## src/shared/hpp_pkg.sv

```systemverilog
// package for the host parallel bus port: modes, address widths, status layout
package hpp_pkg;
   localparam int HPP_DATA_W = 8;
   localparam int HPP_SEP_ADDR_W = 6;
   localparam int HPP_IRQ_W = 8;
   // main status register address and bits that survive its read
   localparam logic [7:0] HPP_IRQ_STATUS_ADDR = 8'h20;
   localparam int HPP_BIT_EXT = 0;
   localparam int HPP_BIT_CHG = 2;
   localparam logic [7:0] HPP_KEEP_ON_READ = 8'h05;
   localparam logic [7:0] HPP_STATUS_RST = 8'h00;
   localparam logic [7:0] HPP_ADDR_RST = 8'h00;
   localparam logic [5:0] HPP_PULL_LOW = 6'h00;
   // style codes shown on mode_o
   localparam logic [1:0] HPP_CODE_SEP = 2'h0;
   localparam logic [1:0] HPP_CODE_RWDS = 2'h1;
   localparam logic [1:0] HPP_CODE_MUX = 2'h2;

   typedef enum logic [2:0] {
      HPP_MODE_SEPSTRB = 3'b001,
      HPP_MODE_RWDS = 3'b010,
      HPP_MODE_MUX = 3'b100
   } hpp_mode_t;

   // one register access presented to the core
   typedef struct packed {
      logic [7:0] addr;
      logic [7:0] wdata;
      logic wr;
      logic rd;
   } hpp_access_t;
endpackage

```

## src/hpp_irq_status.sv

```systemverilog
// interrupt status holder with clear-on-read and open-drain request drive
`timescale 1ns/1ps
`default_nettype none
module hpp_irq_status
   import hpp_pkg::*;
(
   input wire logic ref_clk,
   input wire logic reset,
   input wire logic [7:0] irq_events,
   input wire logic status_read,
   output logic [7:0] irq_status_reg,
   output logic irq_n_o,
   output logic irq_n_oe
);
   logic [7:0] status_next;
   // set wins over the read clear
   assign status_next = (status_read ? (irq_status_reg & HPP_KEEP_ON_READ) : irq_status_reg)
                        | irq_events;
   always_ff @(posedge ref_clk or posedge reset) begin
      if (reset) begin
         irq_status_reg <= HPP_STATUS_RST;
      end else begin
         irq_status_reg <= status_next;
      end
   end
   // open drain: drive low only, released when every bit clear
   assign irq_n_o = 1'b0;
   assign irq_n_oe = |irq_status_reg;
endmodule
`default_nettype wire

```

## src/hpp_port.sv

```systemverilog
// host parallel bus port: three bus styles, address decode, register access strobes
`timescale 1ns/1ps
`default_nettype none
module hpp_port
   import hpp_pkg::*;
(
   input wire logic ref_clk,
   input wire logic reset,
   input wire logic chip_sel_n,
   input wire logic latch_strobe,
   input wire logic wr_n_rw,
   input wire logic rd_n_data_strobe_n,
   input wire logic [7:0] bus_line_i,
   output logic [7:0] bus_line_o,
   output logic bus_line_oe,
   input wire logic [4:0] sep_addr_bits,
   input wire logic sep_addr_bit_5,
   output logic sep_addr_pull_o,
   output logic sep_addr_pull_oe,
   output logic external_awake,
   output logic [1:0] mode_o,
   input wire logic [7:0] reg_rdata,
   input wire logic [7:0] irq_events,
   output hpp_access_t acc_o,
   output logic [7:0] irq_status_reg,
   output logic irq_n_o,
   output logic irq_n_oe
);
   hpp_mode_t mode_reg;
   hpp_mode_t mode_next;
   logic strap_done_reg;
   logic ale_prev_reg;
   logic [7:0] mux_addr_reg;
   // bit 0: write or direction pin, bit 1: read or data strobe pin
   logic [1:0] strb_pin;
   wire [1:0] strb_rise;
   hpp_access_t acc_reg;
   hpp_access_t acc_next;
   logic [7:0] rdata_reg;
   logic [7:0] rdata_next;

   // one decode of the status address serves both the read select and the clear
   function automatic logic addr_is_status(input logic [7:0] addr);
      return addr == HPP_IRQ_STATUS_ADDR;
   endfunction

   // style code on mode_o; an illegal one-hot value shows as separate strobes
   function automatic logic [1:0] mode_code(input hpp_mode_t m);
      logic [1:0] code;
      code = HPP_CODE_SEP;
      unique case (m)
         HPP_MODE_SEPSTRB: begin
            code = HPP_CODE_SEP;
         end
         HPP_MODE_RWDS: begin
            code = HPP_CODE_RWDS;
         end
         HPP_MODE_MUX: begin
            code = HPP_CODE_MUX;
         end
         default: begin
            code = HPP_CODE_SEP;
         end
      endcase
      return code;
   endfunction

   // edges of the sampled pins
   wire ale_edge = strap_done_reg && (latch_strobe != ale_prev_reg);
   wire ale_fall = ale_prev_reg && !latch_strobe;
   wire selected = !chip_sel_n;
   wire is_mux = (mode_reg == HPP_MODE_MUX);
   wire is_rwds = (mode_reg == HPP_MODE_RWDS);
   wire [7:0] sep_addr = {2'b00, sep_addr_bit_5, sep_addr_bits};
   wire [7:0] cur_addr = is_mux ? mux_addr_reg : sep_addr;

   // access ends: strobe rising edges
   assign strb_pin = {rd_n_data_strobe_n, wr_n_rw};
   wire ds_rise = strb_rise[1];
   wire rd_rise = strb_rise[1];
   wire wr_rise = strb_rise[0];
   wire rwds_wr = is_rwds && selected && ds_rise && !wr_n_rw;
   wire rwds_rd = is_rwds && selected && ds_rise && wr_n_rw;
   wire sep_wr = !is_rwds && selected && wr_rise;
   wire sep_rd = !is_rwds && selected && rd_rise;
   // read drive window: strobe low with the device selected
   wire rd_active = selected && !rd_n_data_strobe_n && (is_rwds ? wr_n_rw : 1'b1);

   // both strobe pins idle high: history resets high so no edge follows reset
   for (genvar i = 0; i < 2; i++) begin : g_strb
      logic prev_reg;
      always_ff @(posedge ref_clk or posedge reset) begin
         if (reset) begin
            prev_reg <= 1'b1;
         end else begin
            prev_reg <= strb_pin[i];
         end
      end
      assign strb_rise[i] = !prev_reg && strb_pin[i];
   end

   // mode: first sampled level after reset, then any edge locks multiplexed
   always_comb begin
      mode_next = mode_reg;
      unique case (mode_reg)
         HPP_MODE_SEPSTRB, HPP_MODE_RWDS: begin
            if (ale_edge) begin
               mode_next = HPP_MODE_MUX;
            end
         end
         HPP_MODE_MUX: begin
            mode_next = HPP_MODE_MUX;
         end
         default: begin
            mode_next = HPP_MODE_SEPSTRB;
         end
      endcase
      if (!strap_done_reg) begin
         mode_next = latch_strobe ? HPP_MODE_RWDS : HPP_MODE_SEPSTRB;
      end
   end

   always_comb begin
      acc_next.addr = cur_addr;
      acc_next.wdata = bus_line_i;
      acc_next.wr = rwds_wr || sep_wr;
      acc_next.rd = rwds_rd || sep_rd;
   end

   // style register: only the asynchronous reset brings it out of multiplexed
   always_ff @(posedge ref_clk or posedge reset) begin
      if (reset) begin
         mode_reg <= HPP_MODE_SEPSTRB;
      end else begin
         mode_reg <= mode_next;
      end
   end

   // the strap is taken once, at the first edge after reset
   always_ff @(posedge ref_clk or posedge reset) begin
      if (reset) begin
         strap_done_reg <= 1'b0;
      end else begin
         strap_done_reg <= 1'b1;
      end
   end

   // history starts low; a strapped-high pin is masked by the strap gate once
   always_ff @(posedge ref_clk or posedge reset) begin
      if (reset) begin
         ale_prev_reg <= 1'b0;
      end else begin
         ale_prev_reg <= latch_strobe;
      end
   end

   // address held from latch fall until the next one
   always_ff @(posedge ref_clk or posedge reset) begin
      if (reset) begin
         mux_addr_reg <= HPP_ADDR_RST;
      end else if (ale_fall) begin
         mux_addr_reg <= bus_line_i;
      end
   end

   // access pulses stand one cycle, so the core sees each access once
   always_ff @(posedge ref_clk or posedge reset) begin
      if (reset) begin
         acc_reg <= '0;
      end else begin
         acc_reg <= acc_next;
      end
   end

   // read data lags the address by a cycle; strobes shorter than one cycle miss it
   assign rdata_next = addr_is_status(cur_addr) ? irq_status_reg : reg_rdata;
   always_ff @(posedge ref_clk or posedge reset) begin
      if (reset) begin
         rdata_reg <= 8'h00;
      end else begin
         rdata_reg <= rdata_next;
      end
   end

   wire status_read = acc_next.rd && addr_is_status(cur_addr);

   hpp_irq_status u_irq (
      .ref_clk(ref_clk),
      .reset(reset),
      .irq_events(irq_events),
      .status_read(status_read),
      .irq_status_reg(irq_status_reg),
      .irq_n_o(irq_n_o),
      .irq_n_oe(irq_n_oe)
   );

   assign acc_o = acc_reg;
   assign bus_line_o = rdata_reg;
   assign bus_line_oe = rd_active && !(is_mux && latch_strobe);
   // weak pull-down modelled as a drive low in multiplexed style
   assign sep_addr_pull_o = 1'b0;
   assign sep_addr_pull_oe = is_mux;
   // awake only usable in multiplexed style; pin is an address otherwise
   assign external_awake = is_mux && sep_addr_bit_5;
   assign mode_o = mode_code(mode_reg);
endmodule
`default_nettype wire

```

## config.mk

```make
export PLATFORM = sky130hd
export DESIGN_NAME = hpp_port
export DESIGN_NICKNAME = d
export VERILOG_FILES = /design/src/shared/hpp_pkg.sv /design/src/hpp_irq_status.sv /design/src/hpp_port.sv
export SDC_FILE = /design/constraint.sdc
export NUM_CORES = 1
export LEC_CHECK = 0
export BUFFER_PORTS_ARGS = -buffer_cell sky130_fd_sc_hd__buf_2
export CAP_MARGIN = 20
export CELL_PAD_IN_SITES_DETAIL_PLACEMENT = 2
export CELL_PAD_IN_SITES_GLOBAL_PLACEMENT = 2
export CORE_UTILIZATION = 30
export DETAILED_ROUTE_END_ITERATION = 8
export PLACE_DENSITY = 0.86
export SLEW_MARGIN = 15
export SYNTH_ARGS = -nofsm -noshare
export SYNTH_HDL_FRONTEND = slang
export SYNTH_HIERARCHICAL = 1
export SYNTH_SLANG_ARGS = --single-unit
```

## constraint.sdc

```tcl
create_clock -name ref_clk -period 2.65 [get_ports ref_clk]
set_clock_uncertainty 0.2 [all_clocks]
set_input_delay 0.53 -clock ref_clk [delete_from_list [all_inputs] [get_ports ref_clk]]
set_output_delay 0.53 -clock ref_clk [all_outputs]
set_load 0.02 [all_outputs]
```

==> results.cfg <==
[power_and_ir_drop]
intPower_mw = 1.08
p_per_area_nw_per_um2 = 609
total_power_mw = 1.47
p_leak_nw = 1.11
switchingPower_mw = 0.397
clockPowerShare_pct = 30.4
peakVddDrop_uv = 285
seq_power_share_pct = 56.3
switching_share_pct = 27.0
p_comb_share_pct = 13.3

[placement]
dp.cells = 276
gp_congestion = 0.741
place.port_buffers = 75
dpl.hpwl_um = 3830

[grt]
grt_usage_pct = 16.4
antenna_found_initial = 0
overflow = 0
grt_max_degree = 20
grt_pass1_vias = 1488
grt_pass1_wl_um = 7770

[synth]
avgSynthCellArea_um2 = 14.5
yosysWarnings = 6
async_flop_share_pct = 100
synth_edf_count = 0
synth_cell_types = 31
netlist_instances = 127
synth_flop_cell = dfrtp_1
netlist_area_um2 = 1840
ys_seq_area_share_pct = 66.7
synthTopCellsByArea = dfrtp_1, mux2_2, dfstp_2, a21o_1, buf_4
synth_top_area_cell = dfrtp_1
ys_ff_latch = 49
syn_nets = 164
synth_top_cell_area_share_pct = 62.4

[route]
drcViolationCount = 0
vias = 1300
drt_iter0_markers = 13
ant_nets = 0
wl_per_cell_um = 16.8
via_per_inst = 4.56
wirelength_um = 4780
dr.pass1.iters = 2

[layout]
largest_reg_flops = 18
final_common_cell = buf_2
area_growth_pct = 31.0
drive_above_1_share_pct = 57.1
antenna_cells = 0
mostFrequentLayoutCells = buf_2, dfrtp_1, mux2_2
fin_cells = 285
fin_nets = 246

[status]
status = completed

[job]
cap_viol_max_count = 0

[worst_setup_path]
rr_startpoint = mode_reg[1]$_DFFE_PP0P_
ff2ff_path_depth = 6
critPathKind = register to output pin
r2r_setup_slack_ns = 0.51
cp-end-kind = output pin
startpoint_type = register
crit_fanout = 5
r2r-end = u_irq/irq_status_reg[6]$_DFF_PP0_
arrival_ns = 1.71
crit_required_ns = 1.92

[floorplan]
dieArea_um2 = 6460
start_util_pct = 31.1
rows = 28
die_w_um = 80.4
die-height_um = 80.4
io_pins = 78
fp.coreArea_um2 = 5920

[sta]
period_needed_ns = 2.44
hold_viol = 0
setup_violations = 0
tns_ns = 0
finalMaxSlewViolations = 0
finalCritPeriodShare_pct = 91.9
rsz0062_at_grt = false
fmax_mhz = 410

[clocking]
ctsResizeCount = 0
clk_latency_ns = 0.31
cts_tree = yes
clock-sinks = 49
cts-root-buf = clkbuf_8
clkTransAtPathRegs_ns = 0.10
numCtsBuffers = 5
cts.path.max_buffers = 2
htree_levels = 2

[worst_hold_path]
hold_depth = 1
hold_path.class = input port to register
hold_start = bus_line_i[7]
hold_end = acc_o[9]$_DFF_PP0_
==> through the flow <==
stage          hold slack (ns)  setup slack, ns  instance area (µm²)  util (%)
2_1_floorplan            0.146            0.436                 1840         -
3_3_place_gp             0.236            0.336                 2310      39.1
3_5_place_dp             0.247            0.327                 2310      39.1
4_1_cts                  0.125            0.185                 2420      40.8
5_1_grt                  0.122           0.0844                 2420      40.8
6_report                 0.134            0.214                 2420      40.8
==> cell type report <==
class,count,area (µm²)
Fill cell,620,3500
Sequential cell,49,1230
Multi-Input combinational cell,68,564
Timing Repair Buffer,80,415
Tap cell,75,93.8
Clock buffer,5,68.8
Clock inverter,3,25.0
Inverter,5,18.8
==> critical path, stage by stage (launching register included) <==
cell and delay [ns]:
dfstp_2 0.60, nor3b_1 0.07, buf_4 0.15, a21o_1 0.19, a211oi_1 0.20, buf_2 0.20
==> power by group through the flow <==
stage	Combinational (mW)	Sequential [mW]	Clock, mW
2_1_floorplan	0.0861	0.865	0
3_3_place_gp	0.190	0.841	0
3_5_place_dp	0.198	0.844	0
4_1_cts	0.201	0.829	0.470
5_1_grt	0.214	0.837	0.494
6_report	0.196	0.829	0.448
==> cell families after synthesis <==
group | share of synthesized area [%]
DFF | 66.7
and+or+nand+nor | 8.68
muxes | 14.7
AOI/OAI and AO/OA | 5.50
buffers and inverters | 2.71
other | 0.611
adders and majority gates | 0.678
xor gates and xnor gates | 0.475
==> synth_stat cells, types with 2 or more instances <==
library cell   n
a21o_1         7
and2_1         3
buf_4          3
conb_1         3
dfrtp_1       46
dfstp_2        3
inv_1          5
mux2_2        22
nand2_1        3
nand2b_1       2
nor2_1         5
nor4_1         3
nor4b_1        2
o21ai_0        2
or2_2          2
==> routing by layer <==
layer  wire [µm]  GRT usage [%]  vias up
met5           0              0        -
met4          60           6.43        0
met3         196           2.61        5
met2        2600           28.9       41
met1        1920           19.9      658
li1            -              -      596
==> worst max path at each step <==
stage / startpoint / end / slack (ns) / cells past startpoint
after floorplan: mode_reg[0]$_DFFE_PP1P_ / bus_line_oe / 0.44 / 3
after global placement: sep_addr_bits[1] / u_irq/irq_status_reg[6]$_DFF_PP0_ / 0.34 / 7
after detailed placement: sep_addr_bits[1] / u_irq/irq_status_reg[6]$_DFF_PP0_ / 0.33 / 7
after CTS: mode_reg[0]$_DFFE_PP1P_ / bus_line_oe / 0.19 / 5
after global routing: mode_reg[0]$_DFFE_PP1P_ / bus_line_oe / 0.08 / 5
final: mode_reg[0]$_DFFE_PP1P_ / bus_line_oe / 0.21 / 5
==> what timing repair did <==
action,in CTS,in global routing
hold buffers,1,0
endpoints found under the hold margin,12,0
setup buffers,0,0
Power figures use the tool's default switching activity.
